===== config.mk =====
export PLATFORM = sky130hd
export DESIGN_NAME = pcu_top
export DESIGN_NICKNAME = d
export VERILOG_FILES = /design/src/verilog/pcu_pkg.sv /design/src/verilog/pcu_top.sv /design/src/verilog/pcu_fifo.sv
export VERILOG_INCLUDE_DIRS = /design/src /design/src/verilog
export SDC_FILE = /design/constraint.sdc
export NUM_CORES = 1
export LEC_CHECK = 0
export ABC_AREA = 1
export BUFFER_PORTS_ARGS = -buffer_cell sky130_fd_sc_hd__buf_2
export CORE_ASPECT_RATIO = 1.1
export CORE_MARGIN = 8
export CORE_UTILIZATION = 60
export DETAILED_ROUTE_END_ITERATION = 8
export PLACE_DENSITY = 0.78
export SYNTH_ARGS = -nofsm -noshare
export SYNTH_HDL_FRONTEND = slang
export SYNTH_SLANG_ARGS = --single-unit

===== constraint.sdc =====
create_clock -name CORE_CLK -period 6.3 [get_ports CORE_CLK]
set_clock_uncertainty 0.1 [all_clocks]
set_input_delay 0.945 -clock CORE_CLK [delete_from_list [all_inputs] [get_ports CORE_CLK]]
set_output_delay 0.945 -clock CORE_CLK [all_outputs]
set_load 0.005 [all_outputs]

===== src/verilog/pcu_params.svh =====
// Register offsets, field positions, reset values and conversion constants of the companding unit.
`ifndef PCU_PARAMS_SVH
`define PCU_PARAMS_SVH

// ****************************************************************
// Register map (byte addresses)
// ****************************************************************
`define PCU_CTRL_ADDR    8'h00
`define PCU_STAT_ADDR    8'h04
`define PCU_IO_PAGE      3'h1
`define PCU_IO_PORT1     3'h1

// ****************************************************************
// Field positions and reset values
// ****************************************************************
`define PCU_CTRL_RESET   5'h00
`define PCU_STAT_PEND    0
`define PCU_STAT_RXF     1
`define PCU_STAT_LOST    2
`define PCU_STAT_LVL_LO  8

// ****************************************************************
// Conversion constants
// ****************************************************************
`define PCU_MU_BIAS      16'h0021
`define PCU_MU_MAX       16'h1fff
`define PCU_A_MAX        16'h0fff
`define PCU_A_TOGGLE     8'h55

// ****************************************************************
// Bus responses
// ****************************************************************
`define PCU_RESP_OKAY    2'h0
`define PCU_RESP_SLVERR  2'h2

`endif


===== src/verilog/pcu_pkg.sv =====
// Types shared by the companding unit files.
package pcu_pkg;

	typedef enum logic {
		PCU_LAW_MU = 1'b0,
		PCU_LAW_A  = 1'b1
	} pcu_law_type;

	typedef struct packed {
		logic        fmt_tc;
		pcu_law_type law;
		logic        parallel;
		logic        dec_en;
		logic        enc_en;
	} pcu_ctrl_type;

	typedef struct packed {
		logic [7:0]  addr;
		logic [31:0] data;
		logic [3:0]  strb;
	} pcu_wreq_type;

endpackage


===== src/verilog/pcu_top.sv =====
// Companding unit: linear PCM to and from 8-bit mu-law or A-law code, serial and parallel.
`timescale 1ns/1ns
`include "pcu_params.svh"

// What this block does
// - Offers serial encode, serial decode, parallel encode and parallel decode modes.
// - Linear side is sign-magnitude, or selectably two's-complement where the variant allows.
// - Compressed code is 8 bits covering 14 linear bits for mu-law or 13 for A-law, sign included.
// - Serial encode compresses every outgoing transmit word with the selected law.
// - Serial decode expands every received word to linear form, sign-magnitude or two's-complement as selected.
// - Parallel encode: write linear sample to port 1, read back 8-bit code.
// - Parallel decode: write 8-bit code to port 1, read back linear value.
// - One write then one read per sample; second write pushes first to transmit.
// - Writes to I/O ports 2 to 7 leave serial port and conversion untouched.
// - Sign-magnitude: sign in top bit, 1 negative, bits between sign and magnitude zero.
// - Mu-law linear limits are 1fff positive and 9fff negative.
// - A-law linear limits are 0fff positive and 8fff negative.
module pcu_top #(
	parameter int TWOS_COMP_OK = 1,
	parameter int FIFO_DEPTH   = 8
) (
	input  wire logic        CORE_CLK,
	input  wire logic        RST_N,
	input  wire logic [7:0]  S_AXI_AWADDR,
	input  wire logic        S_AXI_AWVALID,
	output      logic        S_AXI_AWREADY,
	input  wire logic [31:0] S_AXI_WDATA,
	input  wire logic [3:0]  S_AXI_WSTRB,
	input  wire logic        S_AXI_WVALID,
	output      logic        S_AXI_WREADY,
	output      logic [1:0]  S_AXI_BRESP,
	output      logic        S_AXI_BVALID,
	input  wire logic        S_AXI_BREADY,
	input  wire logic [7:0]  S_AXI_ARADDR,
	input  wire logic        S_AXI_ARVALID,
	output      logic        S_AXI_ARREADY,
	output      logic [31:0] S_AXI_RDATA,
	output      logic [1:0]  S_AXI_RRESP,
	output      logic        S_AXI_RVALID,
	input  wire logic        S_AXI_RREADY,
	output      logic [7:0]  TX_CODE,
	output      logic        TX_VALID,
	input  wire logic        TX_READY,
	input  wire logic [7:0]  RX_CODE,
	input  wire logic        RX_VALID
);
	localparam int LW = $clog2(FIFO_DEPTH) + 1;

	generate
		if (TWOS_COMP_OK < 0 || TWOS_COMP_OK > 1 || LW > 8) begin : g_bad
			$error("pcu_top: TWOS_COMP_OK must be 0 or 1 and FIFO_DEPTH at most 128");
		end
	endgenerate

	// ****************************************************************
	// Conversion functions
	// ****************************************************************
	function automatic logic [7:0] f_encode(input logic [15:0] x, input logic law,
		input logic tc);
		logic [15:0] a;
		logic [15:0] lim;
		logic [12:0] m;
		logic [2:0]  seg;
		logic [3:0]  man;
		a   = (tc && x[15]) ? 16'(-x) : {1'b0, x[14:0]};
		lim = law ? `PCU_A_MAX : `PCU_MU_MAX;
		if (tc && !law) begin
			a = a + `PCU_MU_BIAS;
		end
		if (a > lim) begin
			a = lim;
		end
		m   = a[12:0];
		seg = 3'h0;
		if (!law) begin
			for (int i = 0; i < 8; i++) begin
				if (m[i+5]) begin
					seg = 3'(i);
				end
			end
			man = 4'(m >> ({1'b0, seg} + 4'h1));
			f_encode = ~{x[15], seg, man};
		end else begin
			for (int i = 1; i < 8; i++) begin
				if (m[i+4]) begin
					seg = 3'(i);
				end
			end
			man = (seg == 3'h0) ? m[4:1] : 4'(m >> seg);
			f_encode = {~x[15], seg, man} ^ `PCU_A_TOGGLE;
		end
	endfunction

	function automatic logic [15:0] f_decode(input logic [7:0] c, input logic law,
		input logic tc);
		logic [7:0]  x;
		logic [12:0] t;
		logic [12:0] mag;
		logic        s;
		x   = law ? (c ^ `PCU_A_TOGGLE) : ~c;
		s   = law ? ~x[7] : x[7];
		if (!law) begin
			t   = (13'({x[3:0], 1'b0}) + 13'(`PCU_MU_BIAS)) << x[6:4];
			mag = t - 13'(`PCU_MU_BIAS);
		end else begin
			t   = (x[6:4] == 3'h0) ? 13'({x[3:0], 1'b1})
				: (13'({x[3:0], 1'b0}) + 13'(`PCU_MU_BIAS)) << (x[6:4] - 3'h1);
			mag = t;
		end
		if (tc) begin
			f_decode = s ? 16'(-{3'h0, mag}) : {3'h0, mag};
		end else begin
			f_decode = {s, 2'h0, t};
		end
	endfunction

	// ****************************************************************
	// State
	// ****************************************************************
	pcu_pkg::pcu_ctrl_type ctrl;
	pcu_pkg::pcu_wreq_type wreq;
	logic                  aw_full;
	logic                  w_full;
	logic [15:0]           held;
	logic                  pending;
	logic [15:0]           rx_word;
	logic                  rx_full;
	logic                  lost;
	logic                  fifo_in_ready;
	logic [LW-1:0]         fifo_level;

	// ****************************************************************
	// Write decode and datapath
	// ****************************************************************
	wire tc        = (TWOS_COMP_OK != 0) && ctrl.fmt_tc;
	wire serial    = !ctrl.parallel;
	wire wa_ctrl   = wreq.addr == `PCU_CTRL_ADDR;
	wire wa_stat   = wreq.addr == `PCU_STAT_ADDR;
	wire wa_io     = (wreq.addr[7:5] == `PCU_IO_PAGE) && (wreq.addr[1:0] == 2'h0);
	wire wa_p1     = wa_io && (wreq.addr[4:2] == `PCU_IO_PORT1);
	wire wa_ok     = wa_ctrl || wa_stat || wa_io;
	wire p1_req    = aw_full && w_full && wa_p1 && wreq.strb[0];
	wire wr_push   = p1_req && (serial || pending);
	wire wr_go     = aw_full && w_full && !S_AXI_BVALID && !(wr_push && !fifo_in_ready);
	wire p1_wr     = wr_go && p1_req;

	wire [7:0]  enc_code   = f_encode(wreq.data[15:0], ctrl.law, tc);
	wire [15:0] dec_word   = f_decode(wreq.data[7:0], ctrl.law, tc);
	// The encoder wins when software leaves both enabled in parallel mode.
	wire [15:0] par_result = ctrl.enc_en ? {8'h00, enc_code}
		: ctrl.dec_en ? dec_word : wreq.data[15:0];
	wire [7:0]  push_data  = !serial ? held[7:0]
		: ctrl.enc_en ? enc_code : wreq.data[7:0];

	pcu_pkg::pcu_ctrl_type next_ctrl;
	assign next_ctrl = pcu_pkg::pcu_ctrl_type'(wreq.data[4:0]
		& {(TWOS_COMP_OK != 0), 4'hf});

	// ****************************************************************
	// Read decode
	// ****************************************************************
	wire ar_go   = S_AXI_ARVALID && !S_AXI_RVALID;
	wire ra_ctrl = S_AXI_ARADDR == `PCU_CTRL_ADDR;
	wire ra_stat = S_AXI_ARADDR == `PCU_STAT_ADDR;
	wire ra_io   = (S_AXI_ARADDR[7:5] == `PCU_IO_PAGE) && (S_AXI_ARADDR[1:0] == 2'h0);
	wire ra_p1   = ra_io && (S_AXI_ARADDR[4:2] == `PCU_IO_PORT1);
	wire ra_ok   = ra_ctrl || ra_stat || ra_io;
	wire p1_rd   = ar_go && ra_p1;
	wire st_rd   = ar_go && ra_stat;
	wire rx_take = RX_VALID && serial;

	wire [31:0] status = {16'h0000, 8'(fifo_level), 5'h00, lost, rx_full, pending};
	wire [31:0] rd_mux = ra_ctrl ? {27'h0, ctrl}
		: ra_stat ? status
		: ra_p1 ? {16'h0000, serial ? rx_word : held}
		: 32'h0;

	assign S_AXI_AWREADY = !aw_full;
	assign S_AXI_WREADY  = !w_full;
	assign S_AXI_ARREADY = !S_AXI_RVALID;

	// ****************************************************************
	// Bus channel registers
	// ****************************************************************
	always_ff @(posedge CORE_CLK) begin
		if (!RST_N) begin
			aw_full <= 1'b0;
			w_full  <= 1'b0;
			wreq    <= '0;
		end else begin
			if (S_AXI_AWVALID && !aw_full) begin
				aw_full   <= 1'b1;
				wreq.addr <= S_AXI_AWADDR;
			end else if (wr_go) begin
				aw_full <= 1'b0;
			end
			if (S_AXI_WVALID && !w_full) begin
				w_full    <= 1'b1;
				wreq.data <= S_AXI_WDATA;
				wreq.strb <= S_AXI_WSTRB;
			end else if (wr_go) begin
				w_full <= 1'b0;
			end
		end
	end

	always_ff @(posedge CORE_CLK) begin
		if (!RST_N) begin
			S_AXI_BVALID <= 1'b0;
			S_AXI_BRESP  <= `PCU_RESP_OKAY;
		end else if (wr_go) begin
			S_AXI_BVALID <= 1'b1;
			S_AXI_BRESP  <= wa_ok ? `PCU_RESP_OKAY : `PCU_RESP_SLVERR;
		end else if (S_AXI_BREADY) begin
			S_AXI_BVALID <= 1'b0;
		end
	end

	always_ff @(posedge CORE_CLK) begin
		if (!RST_N) begin
			S_AXI_RVALID <= 1'b0;
			S_AXI_RDATA  <= 32'h0;
			S_AXI_RRESP  <= `PCU_RESP_OKAY;
		end else if (ar_go) begin
			S_AXI_RVALID <= 1'b1;
			S_AXI_RDATA  <= rd_mux;
			S_AXI_RRESP  <= ra_ok ? `PCU_RESP_OKAY : `PCU_RESP_SLVERR;
		end else if (S_AXI_RREADY) begin
			S_AXI_RVALID <= 1'b0;
		end
	end

	// ****************************************************************
	// Control and converter state
	// ****************************************************************
	always_ff @(posedge CORE_CLK) begin
		if (!RST_N) begin
			ctrl <= pcu_pkg::pcu_ctrl_type'(`PCU_CTRL_RESET);
		end else if (wr_go && wa_ctrl && wreq.strb[0]) begin
			ctrl <= next_ctrl;
		end
	end

	// Parallel results are computed at the write, so the very next read sees them.
	always_ff @(posedge CORE_CLK) begin
		if (!RST_N) begin
			held    <= 16'h0000;
			pending <= 1'b0;
		end else if (p1_wr && !serial) begin
			held    <= par_result;
			pending <= 1'b1;
		end else if (p1_rd && !serial) begin
			pending <= 1'b0;
		end
	end

	// A received word arriving with the read that empties the holder is kept.
	always_ff @(posedge CORE_CLK) begin
		if (!RST_N) begin
			rx_word <= 16'h0000;
			rx_full <= 1'b0;
		end else if (rx_take) begin
			rx_word <= ctrl.dec_en ? f_decode(RX_CODE, ctrl.law, tc) : {8'h00, RX_CODE};
			rx_full <= 1'b1;
		end else if (p1_rd && serial) begin
			rx_full <= 1'b0;
		end
	end

	// Flags a parallel sample overwritten before it was read; a status read clears it.
	always_ff @(posedge CORE_CLK) begin
		if (!RST_N) begin
			lost <= 1'b0;
		end else if (p1_wr && !serial && pending) begin
			lost <= 1'b1;
		end else if (st_rd) begin
			lost <= 1'b0;
		end
	end

	// ****************************************************************
	// Transmit buffer
	// ****************************************************************
	// A full buffer holds back a port-1 write that pushes a code (serial, or parallel with a sample pending), which delays the write response.
	pcu_fifo #(
		.WIDTH (8),
		.DEPTH (FIFO_DEPTH)
	) u_tx_fifo (
		.clk       (CORE_CLK),
		.rst_n     (RST_N),
		.in_valid  (wr_go && wr_push),
		.in_ready  (fifo_in_ready),
		.in_data   (push_data),
		.out_valid (TX_VALID),
		.out_ready (TX_READY),
		.out_data  (TX_CODE),
		.level     (fifo_level)
	);

endmodule


===== src/verilog/pcu_fifo.sv =====
// Flip-flop FIFO with valid and ready on both sides.
`timescale 1ns/1ns

module pcu_fifo #(
	parameter int WIDTH = 8,
	parameter int DEPTH = 8
) (
	input  wire logic                       clk,
	input  wire logic                       rst_n,
	input  wire logic                       in_valid,
	output      logic                       in_ready,
	input  wire logic [WIDTH-1:0]           in_data,
	output      logic                       out_valid,
	input  wire logic                       out_ready,
	output      logic [WIDTH-1:0]           out_data,
	output      logic [$clog2(DEPTH):0]     level
);
	localparam int AW = $clog2(DEPTH);

	generate
		if (DEPTH < 2 || (1 << AW) != DEPTH || WIDTH < 1) begin : g_bad
			$error("pcu_fifo: DEPTH must be a power of two of at least 2");
		end
	endgenerate

	logic [WIDTH-1:0] mem [DEPTH];
	logic [AW:0]      wr_ptr;
	logic [AW:0]      rd_ptr;

	wire push = in_valid && in_ready;
	wire pop  = out_valid && out_ready;

	assign level     = wr_ptr - rd_ptr;
	assign in_ready  = level != (AW+1)'(DEPTH);
	assign out_valid = level != '0;
	assign out_data  = mem[rd_ptr[AW-1:0]];

	always_ff @(posedge clk) begin
		if (!rst_n) begin
			wr_ptr <= '0;
			rd_ptr <= '0;
		end else begin
			if (push) begin
				wr_ptr <= wr_ptr + 1'b1;
			end
			if (pop) begin
				rd_ptr <= rd_ptr + 1'b1;
			end
		end
	end

	always_ff @(posedge clk) begin
		if (push) begin
			mem[wr_ptr[AW-1:0]] <= in_data;
		end
	end

endmodule


Word level (Yosys, flattened, before mapping)
Memory sizes are Yosys's and may differ from the RTL's. A register that Yosys moved wholly into a read port is not among the register bits.
Index checks and enable logic that the tools add are counted.
{"block": "op_classes", "n_addsub": 14, "magnitude_cmp": 1, "eq_ne": 7, "shifts": 6, "mux": 66, "bitwise": 9, "reduce_logical": 57}
{"operator": "$mux W16", "count": 13}
{"operator": "$mux W13", "count": 10}
{"operator": "$mux W3", "count": 15}
{"operator": "$mux W8", "count": 5}
{"operator": "$neg A13 Y16", "count": 2}
{"operator": "$logic_and A1 B1 Y1", "count": 29}
{"operator": "$shl A13 B3 Y13", "count": 2}
{"operator": "$shl A7 B3 Y13", "count": 2}
{"operator": "$sub A13 B6 Y13 const B", "count": 2}
{"operator": "$not A8 Y8", "count": 3}
{"operator": "$mux W1", "count": 19}
{"operator": "$add A16 B6 Y16 const B", "count": 1}
{"operator": "$eq A8 B3 Y1 const B", "count": 2}
{"operator": "$gt A16 B13 Y1", "count": 1}
{"operator": "$logic_not A8 Y1", "count": 2}
{"operator": "$neg A16 Y16", "count": 1}
{"operator": "$add A5 B6 Y7 const B", "count": 2}
{"operator": "$reduce_bool A2 Y1", "count": 7}
{"operator": "$shr A13 B3 Y4", "count": 1}
{"operator": "$shr A13 B4 Y4", "count": 1}
{"operator": "$eq A3 B1 Y1 const B", "count": 4}
{"operator": "$not A4 Y4", "count": 3}
{"operator": "$logic_not A3 Y1", "count": 3}
{"operator": "$add A4 B1 Y4 const B", "count": 2}
{"operator": "other kinds (11)", "count": 28}
{"block": "word_totals", "ff_bits": 113, "mem_bits_rw": 64, "in_bits": 69, "mem_count": 1}
{"name": "u_tx_fifo.mem", "depth": 8, "width": 8, "read_ports": 1, "rd_clocked_by_memory_dff": 1, "write_ports": 1, "line": "pcu_fifo.sv:26", "rtl": "logic [WIDTH-1:0] mem [DEPTH];"}

Logic depth before layout (Yosys ltp)
{"block": "depth", "word_depth": 20, "ltp_mapped": 37, "mapped_depth_nobuf": 36}

Hierarchy
A second synthesis with hierarchy kept.
{"block": "hier_totals", "cells_unflattened": 1836, "hier_area_um2": 11941.5}
{"mod": "pcu_top", "n_inst": 1, "cells_each": 1539, "area_per_inst_um2": 8762.2, "seq_area_each_um2": 1741.7}
{"mod": "pcu_fifo", "n_inst": 1, "cells_each": 297, "area_per_inst_um2": 3179.3, "seq_area_each_um2": 2142.1}

Worst setup path before layout
Ideal clock, no wire load.
{"block": "synth_timing", "path_kind": "reg-to-reg", "from": "register wreq, in the netlist next_ctrl[0]", "to": "memory u_tx_fifo.mem[0][1], data pin", "arrival_ns": 4.104, "t_required_ns": 5.916, "path_slack_ns": 1.812, "stages_incl_launch_ff": 36, "n_path_buf": 1, "cell_sequence": "dfxtp_1 inv_1 ha_1 nand3_1 nand2_1 ha_1 nand3_1 o21ai_2 nand2_1 nor4_1 xnor2_1 ha_1 nand3_1 nor2_1 nand2_1 clkinv_1 nand3_1 nor2_1 nand2_1 nor2_1 nand3_2 o21ai_4 nand2_4 nor2_2 nand2_1 nand2_2 buf_4 nand3_1 nand2_1 nand2_1 nand3_1 nand3_1 nand2_1 nand2_1 nand2_1 nand2_1"}
{"block": "synth_via", "elab_chain_cells": 20}
{"element": "from (decl)", "line": "pcu_top.sv:121", "rtl": "pcu_pkg::pcu_wreq_type wreq;"}
{"element": "$neg A16 Y16", "line": "pcu_top.sv:65", "rtl": "a = (tc && x[15]) ? 16'(-x) : {1'b0, x[14:0]};"}
{"element": "$mux W16 (*)", "line": "pcu_top.sv:65"}
{"element": "$add A16 B6 Y16 (no line)"}
{"element": "$mux W16 (*)", "line": "pcu_top.sv:67", "rtl": "if (tc && !law) begin"}
{"element": "$gt A16 B13 Y1", "line": "pcu_top.sv:70", "rtl": "if (a > lim) begin"}
{"element": "$mux W13 (*)", "line": "pcu_top.sv:70"}
{"element": "$mux W1", "line": "pcu_top.sv:77", "rtl": "if (m[i+5]) begin"}
{"element": "$mux W2", "line": "pcu_top.sv:77"}
{"element": "$mux W3 (5 in series)", "line": "pcu_top.sv:77"}
{"element": "$mux W3", "line": "pcu_top.sv:75", "rtl": "if (!law) begin"}
{"element": "$add A3 B1 Y4", "line": "pcu_top.sv:81", "rtl": "man = 4'(m >> ({1'b0, seg} + 4'h1));"}
{"element": "$shr A13 B4 Y4", "line": "pcu_top.sv:81"}
{"element": "$not A8 Y8", "line": "pcu_top.sv:82", "rtl": "f_encode = ~{x[15], seg, man};"}
{"element": "$mux W8 (*)", "line": "pcu_top.sv:75"}
{"element": "$mux W8 (*)", "line": "pcu_top.sv:153", "rtl": ": ctrl.enc_en ? enc_code : wreq.data[7:0];"}
{"element": "$mux W8 (*)", "line": "pcu_top.sv:152", "rtl": "wire [7:0] push_data = !serial ? held[7:0]"}
{"element": "named net push_data[1]", "line": "pcu_top.sv:152"}
{"element": "to (decl)", "line": "pcu_fifo.sv:26"}
The timed path passes the listed nets; every way through them passes the cells marked *. The select of a mux whose other input is x is not followed.

Worst setup path after layout
{"block": "layout_timing", "from": "register wreq, in the netlist next_ctrl[0]", "to": "memory u_tx_fifo.mem[3][1], data pin"}
Same word-level chain as after synthesis.

==> run summary <==
# rows: 53
Die Wd: 147.7 um
FMAX: 179.8 MHz
Leak: 5.515 nW
largest net degree at the start of global routing: 58
area grow syn2layout: 8.893%
Top FF cell, synth: dfxtp_1
reg2reg end: u_tx_fifo.mem[3][1]
vias in the first global route: 10669
full die area: 23770 um^2
Pre-antenna DRT Iters: 6
Layout fillers: 1790
Vias: 11755
Initial Util: 0.6060
Critical Path Start: next_ctrl[0]
Worst Setup EP: u_tx_fifo.mem[3][1]
post-synthesis sequential area ratio: 0.3391
Avg Inst Size Synth: 6.545 um^2
worst skew pair latency: 430 ps
most used cell, CP: nand2_1
CP Max Fanout: 12
Min-Delay Path Class: flip-flop to flip-flop
Worst-path clk slew: 70 ps
fin util: 0.6599
DR WL/cell: 15.76 um
H-tree Lvls: 4
CTS tree: yes
Routed Antenna Nets: 0
reg-to-reg setup timing slack: 740 ps
clk sinks: 162
first-pass GRT wire length: 52.29 mm
Crit path largest cell delay: 560 ps
Data required, critical path: 6310 ps
core area: 18900 um^2
DP Area: 11890 um^2
worst IR drop on VDD: 0.0001823 V
Total GRT Usage: 0.2666
GR peak layer: met2
FF+latch count, synth: 162
WL final: 32.24 mm
Worst Setup End Kind: flip-flop
startpoint types: flip-flop
met3 Use GR: 0.03799
post-CTS sizing: 0
via/cell ratio: 5.748
Ys Warns: 0
cts hold-fix bufs: 0
initial DRC count: 1057
Crit Path Class: flip-flop to flip-flop
max_cap viols: 0
power density of the placed cells: 235.7 nW/um^2
Post-route DRC: 0
Distinct cells, synth: 57
placed insts: 2013
Antenna Cells: 0
HPWL after DPL: 23.74 mm
share of layout cells above drive strength 1: 0.1062
Reg-to-Reg Start: next_ctrl[0]
Congestion Overflow GR: 0
WP data arrival: 5570 ps
final worst-path cycle share: 0.8829
Hold Vio Cnt, Final: 0
NumNets Final: 1877
min cycle time layout: 5562 ps
CTS max path bufs: 2
Rel. slew slack: 0.1884
Die Ht: 160.9 um
Worst path slowest cell: dfxtp_1
RSZ-0062 raised after global routing: no
Final Wtd Congestion: 0.9467
M2 GR Usage: 0.4616
setup TNS: 0 ps
Cell Area, Synth: 11450 um^2
reg2reg path depth: 34
Post-CTS Setup Bufs: 0
IO Pins: 119
Synth async-reset ratio: 0
Post-synth EDFFs: 64
initial antenna violation count: 0
M1 GR Usage: 0.3277
Slew Viols, Final: 0
Slew @ Worst Pin: 1208 ps
CTS Root Cell: clkbuf_16
Synth Instances: 1750
final setup vio count: 0
Non-Filler Instances: 2045
final instance area: 12470 um^2
outcome: finished clean
Num CTS Buffers: 17
PortBufs: 81
==> per-layer routing <==
layer | vias up | wire [um]
li1 | 5905 | -
met1 | 5357 | 13620
met2 | 426 | 15720
met3 | 67 | 1914
met4 | 0 | 985
met5 | - | 0
==> power by group <==
part	switching (mW)	internal, mW
Clock	0.461	0.547
Sequential	0.0346	1.12
Combinational	0.529	0.249
==> logic make-up after synthesis <==
group,count (synthesis),share of synthesized area
xor+xnor,19,0.01453
flops,162,0.3391
fa+ha+maj,23,0.02578
simple gates,838,0.3109
compound gates,441,0.2126
other cells,1,0.0003274
buf+inv,266,0.09679
==> critical path: cells and delay by family (launching register included) <==
kind	cells	cell delay (ps)
flops	1	560
xor+xnor	1	160
compound gates	2	520
buf+inv	3	400
simple gates	25	2710
fa+ha+maj	3	790
==> cells in the mapped netlist, types with 6 or more instances <==
library cell / number / area [um^2]
a21oi_1: 144 / 720.7
a31oi_1: 22 / 137.6
buf_1: 7 / 26.28
buf_2: 7 / 35.03
buf_4: 23 / 172.7
clkbuf_1: 61 / 229.0
dfxtp_1: 98 / 1962
edfxtp_1: 64 / 1922
ha_1: 22 / 275.3
inv_1: 154 / 578.1
inv_2: 9 / 33.78
nand2_1: 438 / 1644
nand2_2: 15 / 93.84
nand3_1: 120 / 600.6
nand4_1: 11 / 68.82
nor2_1: 194 / 728.2
nor2_2: 6 / 37.54
nor3_1: 20 / 100.1
nor4_1: 6 / 37.54
o211ai_1: 24 / 180.2
o21ai_0: 193 / 965.9
o21ai_1: 13 / 65.06
o22ai_1: 13 / 81.33
or2_2: 9 / 56.30
xnor2_1: 10 / 87.58
xor2_1: 9 / 78.83
==> placed cells by master, fill, tap and decap left out, drive strengths merged, types with 3 or more instances in the layout <==
cell	n
a21oi	144
a31oi	22
a32oi	3
buf	99
clkbuf	18
clkinv	7
conb	18
dfxtp	98
edfxtp	64
ha	22
inv	172
nand2	454
nand3	126
nand4	12
nor2	204
nor3	20
nor4	6
o2111ai	3
o211ai	24
o21ai	211
o21bai	3
o221ai	3
o22ai	13
o31ai	4
or2	9
xnor2	10
xor2	9
==> flip-flops by register name, summed over array words and instances (netlist names), 5 cells and up, named ones only <==
signal	count
held	16
rx_word	16
wreq	20
next_ctrl	5
S_AXI_RDATA	16
u_tx_fifo.mem	64
==> worst min path at each step <==
stage	from	to	cells after the start
final	S_AXI_RDATA[15]	S_AXI_RDATA[15]	2
after detailed placement	S_AXI_RDATA[15]	S_AXI_RDATA[15]	2
after global placement	S_AXI_RDATA[15]	S_AXI_RDATA[15]	2
after CTS	S_AXI_RDATA[6]	S_AXI_RDATA[6]	2
after global routing	rx_word[12]	rx_word[12]	2
after floorplan	u_tx_fifo.wr_ptr[3]	u_tx_fifo.wr_ptr[3]	1
==> area by class of cell <==
| class | instances | area (um^2) | area share |
|---|---|---|---|
| repair buffers | 99 | 540.5 | 0.04334 |
| multi-input cells | 1339 | 6530 | 0.5236 |
| clock inverters | 14 | 135.1 | 0.01083 |
| inverters | 166 | 623.1 | 0.04996 |
| well taps | 247 | 309.0 | 0.02478 |
| flip-flops and latches | 162 | 3884 | 0.3114 |
| clock buffers | 18 | 450.4 | 0.03612 |
==> through the flow <==
stage	hold WS, ps	power, mW	setup slack, ps
final	364.5	2.940	737.7
after global routing	379.8	3.087	182.5
after CTS	363.3	2.931	821.1
after detailed placement	352.7	1.935	854.4
after global placement	351.7	1.920	920.5
after floorplan	343.0	1.747	1812
Note: power is estimated with default switching activity, not from simulation.
